--- config.mk ---
export PLATFORM = sky130hd
export DESIGN_NAME = basic_timer
export DESIGN_NICKNAME = d
export VERILOG_FILES = /design/src/logic/basic_timer.v /design/src/logic/shadow_load.v /design/src/logic/prescale_divider_unit.v
export VERILOG_INCLUDE_DIRS = /design/src /design/src/include
export SDC_FILE = /design/constraint.sdc
export NUM_CORES = 1
export LEC_CHECK = 0
export BUFFER_PORTS_ARGS = -buffer_cell sky130_fd_sc_hd__buf_2
export CORE_MARGIN = 10
export CORE_UTILIZATION = 45
export CTS_BUF_LIST = sky130_fd_sc_hd__clkbuf_8
export DETAILED_ROUTE_END_ITERATION = 6
export HOLD_SLACK_MARGIN = 0.03
export MAX_ROUTING_LAYER = met4
export PLACE_DENSITY = 0.65
export REMOVE_ABC_BUFFERS = 1
export SYNTH_ARGS = -nofsm -noshare
export SYNTH_HDL_FRONTEND = slang
export SYNTH_SLANG_ARGS = --single-unit
--- constraint.sdc ---
create_clock -name ref_clk -period 3.8 [get_ports ref_clk]
set_clock_uncertainty 0.1 [all_clocks]
set_input_delay 0.76 -clock ref_clk [delete_from_list [all_inputs] [get_ports ref_clk]]
set_output_delay 0.76 -clock ref_clk [all_outputs]
set_load 0.01 [all_outputs]
--- src/include/basic_timer_regs.vh ---
// Register offsets, field positions and reset values of the basic up-counting timer.
`ifndef BASIC_TIMER_REGS_VH
`define BASIC_TIMER_REGS_VH

// ----------------------------------------------------------------------------
// Register byte offsets
// ----------------------------------------------------------------------------
`define OFF_CONTROL_ZERO      12'h000
`define OFF_CONTROL_ONE       12'h004
`define OFF_DMA_IRQ_ENABLE    12'h00c
`define OFF_IRQ_FLAGS         12'h010
`define OFF_SOFTWARE_EVENT    12'h014
`define OFF_COUNTER_VALUE     12'h024
`define OFF_PRESCALER_VALUE   12'h028
`define OFF_AUTO_RELOAD_VALUE 12'h02c

// ----------------------------------------------------------------------------
// Field positions
// ----------------------------------------------------------------------------
`define BIT_RUN_ENABLE            0
`define BIT_UPDATE_INHIBIT        1
`define BIT_UPDATE_SOURCE_SELECT  2
`define BIT_SINGLE_PULSE          3
`define BIT_RELOAD_BUFFER_ENABLE  7
`define MSB_TRIGGER_SELECT        6
`define LSB_TRIGGER_SELECT        4
`define BIT_UPDATE_DMA_ENABLE     8
`define BIT_UPDATE_IRQ_ENABLE     0
`define BIT_UPDATE_FLAG           0
`define BIT_SOFTWARE_UPDATE_GEN   0

// ----------------------------------------------------------------------------
// Trigger output selections
// ----------------------------------------------------------------------------
`define TRIG_ON_RESET   3'b000
`define TRIG_ON_START   3'b001
`define TRIG_ON_UPDATE  3'b010

// ----------------------------------------------------------------------------
// Reset values
// ----------------------------------------------------------------------------
`define RST_HALF        16'h0000
`define RST_BIT         1'b0
`define RST_SELECT      3'b000

`endif

--- src/logic/basic_timer.v ---
// Basic 16-bit up-counting timer with an APB register interface.
`include "basic_timer_regs.vh"

module basic_timer (
  input  wire        ref_clk,
  input  wire        nrst,
  input  wire        psel,
  input  wire        penable,
  input  wire        pwrite,
  input  wire [11:0] paddr,
  input  wire [31:0] pwdata,
  input  wire [3:0]  pstrb,
  output wire        pready,
  output reg  [31:0] prdata,
  output reg         pslverr,
  output reg         trigger_out,
  output reg         update_dma_request,
  output reg         update_irq
);

  // --------------------------------------------------------------------------
  // Register state
  // --------------------------------------------------------------------------
  // The low control word holds the run, inhibit, source, single pulse and buffer bits.
  reg        run_enable;
  reg        update_inhibit;
  reg        update_source_select;
  reg        single_pulse;
  reg        reload_buffer_enable;
  reg [2:0]  trigger_select;
  reg        update_dma_enable;
  reg        update_irq_enable;
  reg        update_flag;
  reg [15:0] count_value;
  reg [15:0] prescale_divider;
  reg [15:0] reload_value;

  wire [15:0] prescale_active;
  wire [15:0] reload_shadow;
  wire [15:0] reload_active;
  wire        counter_tick;

  // --------------------------------------------------------------------------
  // Bus decode
  // --------------------------------------------------------------------------
  // Only the low halfword lanes carry register data; lanes 2 and 3 are dropped.
  function [15:0] lane_merge;
    input [15:0] old_value;
    input [31:0] data;
    input [3:0]  strb;
    begin
      lane_merge = {(strb[1] ? data[15:8] : old_value[15:8]),
                    (strb[0] ? data[7:0] : old_value[7:0])};
    end
  endfunction

  // Writes land at the access edge; read data is sampled in the setup cycle.
  wire access_write = psel & penable & pwrite;
  wire setup_phase  = psel & ~penable;

  wire wr_control_zero = access_write & (paddr == `OFF_CONTROL_ZERO);
  wire wr_control_one  = access_write & (paddr == `OFF_CONTROL_ONE);
  wire wr_enable       = access_write & (paddr == `OFF_DMA_IRQ_ENABLE);
  wire wr_flags        = access_write & (paddr == `OFF_IRQ_FLAGS);
  wire wr_soft_event   = access_write & (paddr == `OFF_SOFTWARE_EVENT);
  wire wr_counter      = access_write & (paddr == `OFF_COUNTER_VALUE);
  wire wr_prescaler    = access_write & (paddr == `OFF_PRESCALER_VALUE);
  wire wr_reload       = access_write & (paddr == `OFF_AUTO_RELOAD_VALUE);

  wire [15:0] control_zero_word = {8'h00, reload_buffer_enable, 3'b000, single_pulse,
                                   update_source_select, update_inhibit, run_enable};
  wire [15:0] control_one_word  = {9'h000, trigger_select, 4'h0};
  wire [15:0] enable_word       = {7'h00, update_dma_enable, 7'h00, update_irq_enable};

  // Each merged value keeps the lane of its register that the strobes leave out.
  wire [15:0] next_control_zero = lane_merge(control_zero_word, pwdata, pstrb);
  wire [15:0] next_control_one  = lane_merge(control_one_word, pwdata, pstrb);
  wire [15:0] next_enable       = lane_merge(enable_word, pwdata, pstrb);
  wire [15:0] next_counter      = lane_merge(count_value, pwdata, pstrb);
  wire [15:0] next_prescaler    = lane_merge(prescale_divider, pwdata, pstrb);
  wire [15:0] next_reload       = lane_merge(reload_value, pwdata, pstrb);

  // The generate bit never stores a value, so it always reads back as zero.
  wire software_update_generate = wr_soft_event & pstrb[0]
                                  & pwdata[`BIT_SOFTWARE_UPDATE_GEN];

  // A flag write clears only when lane 0 is written with a zero in bit 0.
  wire flag_clear = wr_flags & pstrb[0] & ~pwdata[`BIT_UPDATE_FLAG];

  // Every access completes with no wait states.
  assign pready = 1'b1;

  // --------------------------------------------------------------------------
  // Event generation
  // --------------------------------------------------------------------------
  // A software generate or a counter write in the same cycle overrides a wrap.
  wire overflow = counter_tick & (count_value == reload_active)
                  & ~software_update_generate & ~wr_counter;

  // With the inhibit bit set the counter still restarts, but nothing is loaded or flagged.
  wire update_event = (overflow | software_update_generate) & ~update_inhibit;

  wire qualified_update = ~update_inhibit
                          & (overflow | (software_update_generate
                                         & ~update_source_select));

  wire counter_start = wr_control_zero & next_control_zero[`BIT_RUN_ENABLE]
                       & ~run_enable;

  // --------------------------------------------------------------------------
  // Prescaler and shadow registers
  // --------------------------------------------------------------------------
  // The prescaler counter is cleared together with the main counter.
  // Both shadows load on one update event, so with the buffer on divider and wrap point change together.
  prescale_divider_unit u_prescale (
    .ref_clk (ref_clk),
    .nrst    (nrst),
    .run     (run_enable),
    .clear   (software_update_generate),
    .divider (prescale_active),
    .tick    (counter_tick)
  );

  shadow_load #(
    .WIDTH (16)
  ) u_prescale_shadow (
    .ref_clk (ref_clk),
    .nrst    (nrst),
    .load    (update_event),
    .preload (prescale_divider),
    .shadow  (prescale_active)
  );

  shadow_load #(
    .WIDTH (16)
  ) u_reload_shadow (
    .ref_clk (ref_clk),
    .nrst    (nrst),
    .load    (update_event),
    .preload (reload_value),
    .shadow  (reload_shadow)
  );

  // With the buffer off a reload write acts at once, even in mid period.
  assign reload_active = reload_buffer_enable ? reload_shadow : reload_value;

  // --------------------------------------------------------------------------
  // Control registers
  // --------------------------------------------------------------------------
  // Single pulse mode drops run enable on the update that ends the pulse,
  // unless the same cycle writes this register.
  always @(posedge ref_clk)
  begin
    if (!nrst)
    begin
      run_enable           <= `RST_BIT;
      update_inhibit       <= `RST_BIT;
      update_source_select <= `RST_BIT;
      single_pulse         <= `RST_BIT;
      reload_buffer_enable <= `RST_BIT;
    end
    else if (wr_control_zero)
    begin
      run_enable           <= next_control_zero[`BIT_RUN_ENABLE];
      update_inhibit       <= next_control_zero[`BIT_UPDATE_INHIBIT];
      update_source_select <= next_control_zero[`BIT_UPDATE_SOURCE_SELECT];
      single_pulse         <= next_control_zero[`BIT_SINGLE_PULSE];
      reload_buffer_enable <= next_control_zero[`BIT_RELOAD_BUFFER_ENABLE];
    end
    else if (single_pulse & update_event)
      run_enable <= 1'b0;
  end

  // The enable bits act from the cycle after the write.
  always @(posedge ref_clk)
  begin
    if (!nrst)
    begin
      trigger_select    <= `RST_SELECT;
      update_dma_enable <= `RST_BIT;
      update_irq_enable <= `RST_BIT;
    end
    else
    begin
      if (wr_control_one)
        trigger_select <= next_control_one[`MSB_TRIGGER_SELECT:`LSB_TRIGGER_SELECT];
      if (wr_enable)
      begin
        update_dma_enable <= next_enable[`BIT_UPDATE_DMA_ENABLE];
        update_irq_enable <= next_enable[`BIT_UPDATE_IRQ_ENABLE];
      end
    end
  end

  always @(posedge ref_clk)
  begin
    if (!nrst)
    begin
      prescale_divider <= `RST_HALF;
      reload_value     <= `RST_HALF;
    end
    else
    begin
      if (wr_prescaler)
        prescale_divider <= next_prescaler;
      if (wr_reload)
        reload_value <= next_reload;
    end
  end

  // --------------------------------------------------------------------------
  // Update flag
  // --------------------------------------------------------------------------
  // The flag records only the updates that the source select lets through.
  // A new event in the clearing cycle keeps the flag set.
  always @(posedge ref_clk)
  begin
    if (!nrst)
      update_flag <= `RST_BIT;
    else if (qualified_update)
      update_flag <= 1'b1;
    else if (flag_clear)
      update_flag <= 1'b0;
  end

  // --------------------------------------------------------------------------
  // Counter
  // --------------------------------------------------------------------------
  // A software generate outranks a bus write, which outranks counting.
  always @(posedge ref_clk)
  begin
    if (!nrst)
      count_value <= `RST_HALF;
    else if (software_update_generate)
      count_value <= 16'h0000;
    else if (wr_counter)
      count_value <= next_counter;
    else if (overflow)
      count_value <= 16'h0000;
    else if (counter_tick)
      count_value <= count_value + 16'h0001;
  end

  // --------------------------------------------------------------------------
  // Trigger, DMA and interrupt outputs
  // --------------------------------------------------------------------------
  // The trigger source is picked here so that the pulse leaves a flop a cycle later.
  reg next_trigger;

  always @*
  begin
    next_trigger = 1'b0;
    case (trigger_select)
      `TRIG_ON_RESET:  next_trigger = software_update_generate;
      `TRIG_ON_START:  next_trigger = counter_start;
      `TRIG_ON_UPDATE: next_trigger = update_event;
      default:         next_trigger = 1'b0;
    endcase
  end

  always @(posedge ref_clk)
  begin
    if (!nrst)
      trigger_out <= 1'b0;
    else
      trigger_out <= next_trigger;
  end

  // The interrupt follows the flag value that the current cycle will leave behind.
  wire next_update_flag = qualified_update | (update_flag & ~flag_clear);

  // Each qualifying update yields a one-cycle DMA request.
  always @(posedge ref_clk)
  begin
    if (!nrst)
    begin
      update_dma_request <= 1'b0;
      update_irq         <= 1'b0;
    end
    else
    begin
      update_dma_request <= qualified_update & update_dma_enable;
      update_irq         <= next_update_flag & update_irq_enable;
    end
  end

  // --------------------------------------------------------------------------
  // Read path
  // --------------------------------------------------------------------------
  // Read data is captured in the setup cycle and presented in the access cycle.
  // A write cycle captures zero so that no stale read value lingers.
  reg [31:0] next_prdata;
  reg        next_pslverr;

  always @*
  begin
    next_prdata  = 32'h0000_0000;
    next_pslverr = 1'b0;
    case (paddr)
      `OFF_CONTROL_ZERO:      next_prdata = {16'h0000, control_zero_word};
      `OFF_CONTROL_ONE:       next_prdata = {16'h0000, control_one_word};
      `OFF_DMA_IRQ_ENABLE:    next_prdata = {16'h0000, enable_word};
      `OFF_IRQ_FLAGS:         next_prdata = {31'h0000_0000, update_flag};
      `OFF_SOFTWARE_EVENT:    next_prdata = 32'h0000_0000;
      `OFF_COUNTER_VALUE:     next_prdata = {16'h0000, count_value};
      `OFF_PRESCALER_VALUE:   next_prdata = {16'h0000, prescale_divider};
      `OFF_AUTO_RELOAD_VALUE: next_prdata = {16'h0000, reload_value};
      default:                next_pslverr = 1'b1;
    endcase
  end

  always @(posedge ref_clk)
  begin
    if (!nrst)
    begin
      prdata  <= 32'h0000_0000;
      pslverr <= 1'b0;
    end
    else if (setup_phase)
    begin
      prdata  <= pwrite ? 32'h0000_0000 : next_prdata;
      pslverr <= next_pslverr;
    end
  end

endmodule

--- src/logic/shadow_load.v ---
// Shadow copy of a preload register, refreshed only on an update event.
module shadow_load #(
  parameter WIDTH = 16
) (
  input  wire             ref_clk,
  input  wire             nrst,
  input  wire             load,
  input  wire [WIDTH-1:0] preload,
  output reg  [WIDTH-1:0] shadow
);

  always @(posedge ref_clk)
  begin
    if (!nrst)
      shadow <= {WIDTH{1'b0}};
    else if (load)
      shadow <= preload;
  end

endmodule

--- src/logic/prescale_divider_unit.v ---
// Prescaler counter that yields one counter tick every divider plus one clocks.
`include "basic_timer_regs.vh"

module prescale_divider_unit (
  input  wire        ref_clk,
  input  wire        nrst,
  input  wire        run,
  input  wire        clear,
  input  wire [15:0] divider,
  output wire        tick
);

  reg [15:0] prescale_count;

  assign tick = run & (prescale_count == divider);

  always @(posedge ref_clk)
  begin
    if (!nrst)
      prescale_count <= `RST_HALF;
    else if (clear)
      prescale_count <= 16'h0000;
    else if (tick)
      prescale_count <= 16'h0000;
    else if (run)
      prescale_count <= prescale_count + 16'h0001;
  end

endmodule

## Word level (Yosys, flattened, before mapping)

Index checks and enable logic that the tools add are counted.

| word-level totals | value |
|---|---|
| register bits | 143 |
| bits in read-only memories | 0 |
| memories | 0 |
| input port bits | 53 |
| word-level logic and storage cells | 111 |
| bits in latches | 0 |
| RAM bits | 0 |
| output and inout bits | 37 |

| operators by class | value |
|---|---|
| order comparisons | 0 |
| multiply operators | 0 |
| $add $sub $neg | 2 |
| bitwise logic cells | 40 |
| equal/unequal tests | 13 |
| shift-type cells | 0 |
| reduce and logical (&&, ||, !) cells | 18 |
| mux-type cells | 15 |
| div/mod/pow operators | 0 |

Operator list:

| cell | number |
|---|---|
| case mux 16 bit (7 select lines) | 1 |
| 2-to-1 mux 16 bit | 4 |
| equality test 12 x 6 -> 1 bit (second input constant) | 3 |
| adder 16 x 1 -> 16 bit (second input constant) | 2 |
| equality test 16 bit | 2 |
| 2-to-1 mux 32 bit | 1 |
| AND 1 bit | 28 |
| equality test 12 x 5 -> 1 bit (second input constant) | 2 |
| AND reduction 2 bit | 10 |
| 2-to-1 mux 8 bit | 2 |
| equality test 12 x 3 -> 1 bit (second input constant) | 1 |
| equality test 12 x 4 -> 1 bit (second input constant) | 1 |
| zero test 12 bit | 1 |
| inverter 1 bit | 9 |
| OR reduction 8 bit | 1 |
| 2-to-1 mux 1 bit | 6 |
| inequality test 2 bit (second input constant) | 2 |
| nonzero test 2 bit | 2 |
| equality test 3 x 1 -> 1 bit (second input constant) | 1 |
| equality test 3 x 2 -> 1 bit (second input constant) | 1 |
| zero test 3 bit | 1 |
| OR 1 bit | 3 |
| case mux 1 bit (3 select lines) | 1 |
| nonzero test 3 bit | 1 |
| 2 further kinds | 2 |

## Longest topological paths before layout

Gate-level depths: netlist of the first run.

| depth | value |
|---|---|
| depth in word-level cells | 13 |
| depth in mapped cells | 11 |
| gate-level depth less buffers | 8 |

## By module

A second synthesis of the first run with hierarchy kept.

| unflattened totals | value |
|---|---|
| cells, all modules | 720 |
| area, all modules | 6401.1 µm² |

Modules (own cells, without submodules):

| module | cells each | area each (µm²) | sequential area each (µm²) | instances |
|---|---|---|---|---|
| basic_timer | 520 | 4287.9 | 1581.5 | 1 |
| shadow_load | 51 | 615.6 | 320.3 | 2 |
| prescale_divider_unit | 98 | 882.1 | 320.3 | 1 |

## Worst setup path after synthesis of the first run

No wires, ideal clock.

| path | value |
|---|---|
| path type | input to register |
| from | in paddr[1] |
| to | reg count_value[11] |
| data required time | 3.626 ns |
| path buffers | 0 |
| setup slack | 1.082 ns |
| setup time | 0.074 ns |
| stages on the path | 7 |
| arrival time | 2.543 ns |
| cells stage by stage | nor4_4 -> nand2_2 -> or4_4 -> nand2b_4 -> nor2_2 -> or4_1 -> a31oi_1 |

| on the way | value |
|---|---|
| longest elaborated chain between the ends | 9 |

Ends and longest elaborated chain:

| item | RTL line | text |
|---|---|---|
| start, declared | basic_timer.v:10 | `input wire [11:0] paddr,` |
| equality test 12 x 5 -> 1 bit | - |  |
| AND 1 bit | basic_timer.v:65 | `` wire wr_soft_event = access_write & (paddr == `OFF_SOFTWARE_EVENT); `` |
| AND 1 bit (2 in a row) | basic_timer.v:84 | `wire software_update_generate = wr_soft_event & pstrb[0]` |
| inverter 1 bit | basic_timer.v:98 | `& ~software_update_generate & ~wr_counter;` |
| AND 1 bit (2 in a row) | basic_timer.v:98 |  |
| nonzero test 3 bit (no source line) / 2-to-1 mux 16 bit (equally long branches) | - |  |
| AND reduction 2 bit (no source line) / 2-to-1 mux 16 bit (equally long branches) | - |  |
| end signal, assigned | basic_timer.v:233 | `` count_value <= `RST_HALF; `` |
| end signal, assigned | basic_timer.v:237 | `count_value <= next_counter;` |
| end signal, assigned | basic_timer.v:241 | `count_value <= count_value + 16'h0001;` |
| end, declared | basic_timer.v:34 | `reg [15:0] count_value;` |

Several ways; a longest one is shown, not always the timed one.
A chain may end at the register's enable or synchronous reset.

## Worst setup path in the final report of the first run

| path | value |
|---|---|
| from | reg run_enable |
| to | reg u_prescale_shadow.shadow[3] |

| on the way | value |
|---|---|
| longest elaborated chain between the ends | 6 |

Ends and longest elaborated chain:

| item | RTL line | text |
|---|---|---|
| start, declared | basic_timer.v:25 | `reg run_enable;` |
| start signal, assigned | basic_timer.v:156 | `` run_enable <= `RST_BIT; `` |
| start signal, assigned | basic_timer.v:164 | `` run_enable <= next_control_zero[`BIT_RUN_ENABLE]; `` |
| AND 1 bit | prescale_divider_unit.v:15 | `assign tick = run & (prescale_count == divider);` |
| AND 1 bit | basic_timer.v:97 | `wire overflow = counter_tick & (count_value == reload_active)` |
| AND 1 bit (2 in a row) | basic_timer.v:98 |  |
| OR 1 bit | basic_timer.v:101 | `wire update_event = (overflow \| software_update_generate) & ~update_inhibit;` |
| AND 1 bit | basic_timer.v:101 |  |
| end signal, assigned | shadow_load.v:15 | `shadow <= {WIDTH{1'b0}};` |
| end signal, assigned | shadow_load.v:17 | `shadow <= preload;` |
| end, declared | shadow_load.v:9 | `output reg [WIDTH-1:0] shadow` |

Every way passes these cells.

==> metrics.cfg, run 1 <==
[clocking]
root_buffer=clkbuf_8
cts_inserted_buffers=17
clock_latency_ns=0.46
postCtsSetupBuffers=0
cts_resized=0
cts-hold-fix-buffers=0
clkTransAtPathRegs_ns=0.08
tritoncts=done
cts.htree.levels=4
cts_num_sinks=127
cts_buffer_depth=2

[yosys]
synth_edf_count=0
yosys-top-cells-area=dfxtp_1, nand2_1, a21oi_1, nand3_1, xnor2_1
synth-xor-area-share_pct=5.78
synth_simple_gate_area_share_pct=24.8
ys_top_cells_by_count=dfxtp_1, nand2_1, a21oi_1
synthFlopType=dfxtp_1
muxShareOfSynthArea_pct=6.63
synthAdderAreaFrac_pct=0.375
yosysMostFrequentCell=dfxtp_1
synth_top_family_by_area=simple AND/OR/NAND/NOR gates
ys_seq_area_share_pct=38.1
synth_top_area_cell=dfxtp_1
synth-seq-cells=127
synth.distinct_cells=63
synth_top_area_share_pct=38.1
syn_area_per_cell_um2=8.02
synth-compound-area-share_pct=17.5
synth_warnings=0
synth_cells=831
async_reset_ff_share_pct=0
syn_area_um2=6670

[global_route]
grt_start_max_net_pins=50
grt_pass1_vias=5771
grt_antenna_before_repair=0
grt_usage_pct=19.4
grt_pass1_wl_um=30400
grt_overflow=0

[die]
ios=90
initial_core_util_pct=45.9
die_y_um=142
die-area_um2=20100
core_area_um2=14500
rows=44
die_x_um=142

[routing]
post-route-drc-count=0
num_vias=6065
firstDrtPassIters=5
totalWireLength_um=19000
ant_nets=0
drt_iter0_markers=511
routed_via_density=5.77
wire_per_inst_um=18.1

[finish]
area_growth_pct=10.6
fin_cells=1051
antenna_cells=0
fin_area_um2=7370
drive_above_1_share_pct=15.9
fin_nets=911

[status]
status=completed

[run]
cap_violations=0

[timing]
setup_slack_ns=0.828
fin_hold_ws_ns=0.372
fmax_mhz=336
post-route-period-util_pct=78.2
fin_tns_setup_ns=0
worst_slew_pin_slew_ns=1.09
rsz0062_at_grt=false
finalHoldViolations=0
slew_headroom_pct=27.1
fin_crit_ns=2.97
setup_viol_count_final=0
drv_slew=0

[worst_setup_path]
cp_max_fo=32
crit_type=flop to flop
end_kind=flop
cp_data_arrival_time_ns=3.25
cp.required_ns=4.08
startpoint_type=flop

[place]
port_buffers=54
dp_slack_ns=0.633
dp_hpwl_um=13400
globalplace.congestion=0.878
place_area_um2=6970
dp_cells=1021

[pwr]
ir_drop_mv=0.218
p_leak_nw=2.51
power_density_nw_per_um2=359

[min_path]
hold_path.class=flop to flop

## where the power goes
part	switching, W	internal, W	leakage [nW]
clock network	0.000539	0.000671	0.199
logic	0.0000789	0.0000271	1.29
registers	0.000000339	0.00133	1.02
total	0.000618	0.00203	2.51
## layout make-up
| type | instances | area (um2) |
|---|---|---|
| clock buffers | 19 | 262 |
| clock inverters | 11 | 141 |
| fillers | 1455 | 7160 |
| inverters | 6 | 22.5 |
| multi-input cells | 630 | 3740 |
| flip-flops and latches | 127 | 2540 |
| well taps | 184 | 230 |
| repair buffers | 74 | 433 |
## routing by layer
layer | wire, um | GRT usage, %
met1 | 8790 | 25.3
met4 | 499 | 7.58
met3 | 1290 | 5.04
met5 | 0 | -
met2 | 8440 | 28.2
## worst paths after layout
path,startpoint,to,slack (ns),cells after the start
setup / recovery,run_enable$_SDFFE_PN0P_,u_prescale_shadow.shadow[3]$_SDFFE_PN0P_,0.83,7
hold / removal,prescale_divider[9]$_SDFFE_PN0P_,prescale_divider[9]$_SDFFE_PN0P_,0.37,2
setup reg to reg,run_enable$_SDFFE_PN0P_,u_prescale_shadow.shadow[3]$_SDFFE_PN0P_,0.83,7
hold reg to reg,prescale_divider[9]$_SDFFE_PN0P_,prescale_divider[9]$_SDFFE_PN0P_,0.37,2
## critical path, stage by stage, from the launching register on
cell and delay, ns:
dfxtp_1 0.63, o2111ai_1 0.25, nor4_1 0.55, nand3_1 0.35, o31ai_4 0.25, buf_4 0.38
nand3_1 0.15, a21oi_1 0.21
## metrics by stage
stage          total power (W)  util (%)
2_1_floorplan          0.00140         -
3_3_place_gp           0.00147      47.9
3_5_place_dp           0.00147      47.9
4_1_cts                0.00266      50.7
5_1_grt                0.00273      50.7
6_report               0.00265      50.7
## logic make-up (layout without fill, tap and decap cells)
family,Yosys count,count (layout)
and+or+nand+nor,327,327
AOI/OAI and AO/OA,198,198
DFF,127,127
buffers and inverters,89,110
xor gates and xnor gates,44,44
muxes,42,42
adders and majority gates,2,2
other,2,17
## cells in the final DEF (no fill, tap or decap), drive strengths merged, types with 13 or more instances in the layout
cell type  count
buf           74
xor2          14
a31oi         16
conb          17
and3          14
a21oi         76
o21ai         58
and2          16
nand2        111
nand3         68
nor4          14
nor2          46
clkbuf        19
mux2i         25
mux2          17
nand4         13
dfxtp        127
xnor2         30
a22oi         25
## state kept, by name, summed over array words and instances, names as in the netlist, 3 cells and up
register	flops
trigger_select	3
prdata	16
count_value	16
u_reload_shadow.shadow	16
prescale_divider	16
reload_value	16
u_prescale_shadow.shadow	16
u_prescale.prescale_count	16
Power figures use the tool's default switching activity.
==> run 2, diff against run 1 <==
- ABC_AREA: not set -> 1
- PLACE_DENSITY: 0.65 -> 0.67
- clock period: 3.8 -> 2.45 ns (I/O delays scaled with it)
==> metrics.cfg, run 2 <==
[status]
status=completed  ; unchanged

[global_route]
grt_overflow=0  ; unchanged
grt_antenna_before_repair=0  ; unchanged
grt_usage_pct=20.1  ; was 19.4%
grt_start_max_net_pins=74  ; was 50
grt_pass1_wl_um=32000  ; was 30400 um
grt_pass1_vias=6369  ; was 5771

[finish]
fin_area_um2=7920  ; was 7370 um2
fin_nets=1210  ; was 911
antenna_cells=0  ; unchanged
multi_input_area_um2=3550  ; was 3740 um2
fillCellCount=1543  ; was 1455
area_growth_pct=15.3  ; was 10.6%
drive_above_1_share_pct=12.8  ; was 15.9%
final_common_cell=nand2_1  ; was dfxtp_1
final_cell_mix=nand2_1, nor2_1, inv_1  ; was dfxtp_1, nand2_1, a21oi_1
seq_area_um2=2540  ; unchanged

[die]
die_y_um=144  ; was 142 um
die-area_um2=20600  ; was 20100 um2
core_area_um2=15100  ; was 14500 um2
die_x_um=144  ; was 142 um
rows=45  ; was 44
initial_core_util_pct=45.5  ; was 45.9%
ios=90  ; unchanged

[routing]
drt_iter0_markers=387  ; was 511
totalWireLength_um=20000  ; was 19000 um
post-route-drc-count=0  ; unchanged
wire_per_inst_um=14.7  ; was 18.1 um
routed_via_density=5.10  ; was 5.77
ant_nets=0  ; unchanged
num_vias=6913  ; was 6065
firstDrtPassIters=5  ; unchanged

[timing]
rsz0062_at_grt=false  ; unchanged
slew_headroom_pct=48.9  ; was 27.1%
finalHoldViolations=0  ; unchanged
fmax_mhz=447  ; was 336 MHz
drv_slew=0  ; unchanged
worst_slew_pin_slew_ns=0.764  ; was 1.09 ns
setup_viol_count_final=0  ; unchanged
fin_tns_setup_ns=0  ; unchanged
post-route-period-util_pct=91.2  ; was 78.2%
fin_crit_ns=2.23  ; was 2.97 ns

[clocking]
root_buffer=clkbuf_8  ; unchanged
clkTransAtPathRegs_ns=0.08  ; about the same
cts_buffer_depth=2  ; unchanged
cts_inserted_buffers=17  ; unchanged
postCtsSetupBuffers=0  ; unchanged
tritoncts=done  ; unchanged
cts.htree.levels=4  ; unchanged
clock_latency_ns=0.46  ; about the same
cts_num_sinks=127  ; unchanged

[pwr]
power_density_nw_per_um2=521  ; was 359 nW/um2
ir_drop_mv=0.318  ; was 0.218 mV
p_leak_nw=3.37  ; was 2.51 nW

[worst_setup_path]
cp.required_ns=2.69  ; was 4.08 ns
cp_data_arrival_time_ns=2.47  ; was 3.25 ns
crit_chain=buf_4 > o21ai_0 > xor2_1 > nor2_1 > nand2_1 > nor2_2 > nand2_4 > nand2_2 > nand2_4 > buf_6 > o21ai_0 > nor2_1  ; was o2111ai_1 > nor4_1 > nand3_1 > o31ai_4 > buf_4 > nand3_1 > a21oi_1
cp_max_fo=32  ; unchanged
end_kind=flop  ; unchanged
cp_num_buf_inv=2  ; was 1
slowest_delay_ns=0.34  ; was 0.63 ns
startpoint_type=flop  ; unchanged
crit_type=flop to flop  ; unchanged
crit_family=simple AND/OR/NAND/NOR gates  ; unchanged
cp_slowest_cell=dfxtp_1  ; unchanged

[yosys]
yosysMostFrequentCell=nand2_1  ; was dfxtp_1
synth.distinct_cells=39  ; was 63
synth_edf_count=0  ; unchanged
synth_cells=1071  ; was 831
syn_area_per_cell_um2=6.41  ; was 8.02 um2
async_reset_ff_share_pct=0  ; unchanged
yosys-top-cells-area=dfxtp_1, nand2_1, nor2_1, inv_1, o21ai_0  ; was dfxtp_1, nand2_1, a21oi_1, nand3_1, xnor2_1
ys_seq_area_share_pct=37.0  ; was 38.1%
syn_area_um2=6870  ; was 6670 um2
ys_top_cells_by_count=nand2_1, nor2_1, inv_1  ; was dfxtp_1, nand2_1, a21oi_1
synthFlopType=dfxtp_1  ; unchanged
synth-seq-cells=127  ; unchanged
synth_warnings=0  ; unchanged
synth_top_area_share_pct=37.0  ; was 38.1%
synth_top_area_cell=dfxtp_1  ; unchanged

[min_path]
hold_path.class=primary input to flop  ; was flop to flop

[place]
port_buffers=54  ; unchanged
dp_hpwl_um=15000  ; was 13400 um
globalplace.congestion=1.02  ; was 0.878
place_area_um2=7500  ; was 6970 um2

[run]
cap_violations=0  ; unchanged

## run 2: cell count changes after synthesis, moves of 15 or more
cell	previous run	this run
a22oi_1	25	0
a31oi_1	15	0
and2_1	15	0
clkbuf_1	46	20
inv_1	5	134
mux2_2	17	0
mux2i_1	25	0
nand2_1	110	233
nor2_1	45	165
o21ai_0	48	100
xnor2_1	30	3
## run 2: cell families after synthesis
family	synth area share, %
AO/OA/AOI/OAI	16.8
XOR/XNOR	2.17
adder cells (fa/ha/maj)	0.364
AND/OR/NAND/NOR	31.4
buffers and inverters	12.0
flip-flops	37.0
other	0.109
## run 2: what timing repair did
action                                 4_1_cts  5_1_grt
resized for setup                            0        4
setup endpoints to repair                    0       32
endpoints found under the hold margin        0        0
hold buffers                                 0        0
## run 2: layer usage
metal	vias to the layer above	GRT usage [%]	routed length [um]
li1	3589	-	-
met1	3048	24.8	9150
met2	238	31.7	9150
met3	38	3.89	1180
met4	0	8.49	511
met5	-	-	0
## run 2: path summary, 6_finish.rpt
check                                    startpoint                                  endpoint  slack, ns  depth (start not counted)
setup reg to reg  reload_buffer_enable$_SDFFE_PN0P_  u_prescale_shadow.shadow[3]$_SDFFE_PN0P_       0.22                         12
hold / removal                            pwdata[1]               count_value[1]$_SDFFE_PP0P_       0.26                          3
setup / recovery  reload_buffer_enable$_SDFFE_PN0P_  u_prescale_shadow.shadow[3]$_SDFFE_PN0P_       0.22                         12
hold reg to reg             prdata[11]$_SDFFE_PN0P_                   prdata[11]$_SDFFE_PN0P_       0.37                          2
## run 2: worst min-delay path, stage by stage
cell	delay, ns
buf_2	0.12
a21oi_1	0.07
a21oi_1	0.10
## run 2: per-stage QoR
| stage | hold WS, ns | worst slack, ns | power [W] | std cells | utilization [%] |
|---|---|---|---|---|---|
| floorplan | 0.335 | 0.0601 | 0.00219 | 1034 | - |
| global placement | 0.352 | -0.0925 | 0.00228 | 1324 | 49.7 |
| detailed placement | 0.355 | -0.130 | 0.00228 | 1324 | 49.7 |
| CTS | 0.234 | 0.00545 | 0.00416 | 1356 | 52.4 |
| global route | 0.259 | 0.00887 | 0.00426 | 1356 | 52.5 |
| finish | 0.256 | 0.215 | 0.00413 | 1356 | 52.5 |
## run 2: area by class of cell
cell class / instances / area share (%)
multi-input combinational: 769 / 44.9
sequential: 127 / 32.1
timing repair buffer: 102 / 8.33
inverter: 138 / 6.58
tap: 188 / 2.97
clock buffer: 17 / 2.96
clock inverter: 15 / 2.17
## run 2: power by group
part           switching (W)  leakage [nW]  internal, W
Combinational       0.000120          2.14    0.0000546
Sequential       0.000000604          1.02      0.00206
Clock               0.000952         0.210     0.000936
Total                0.00107          3.37      0.00305
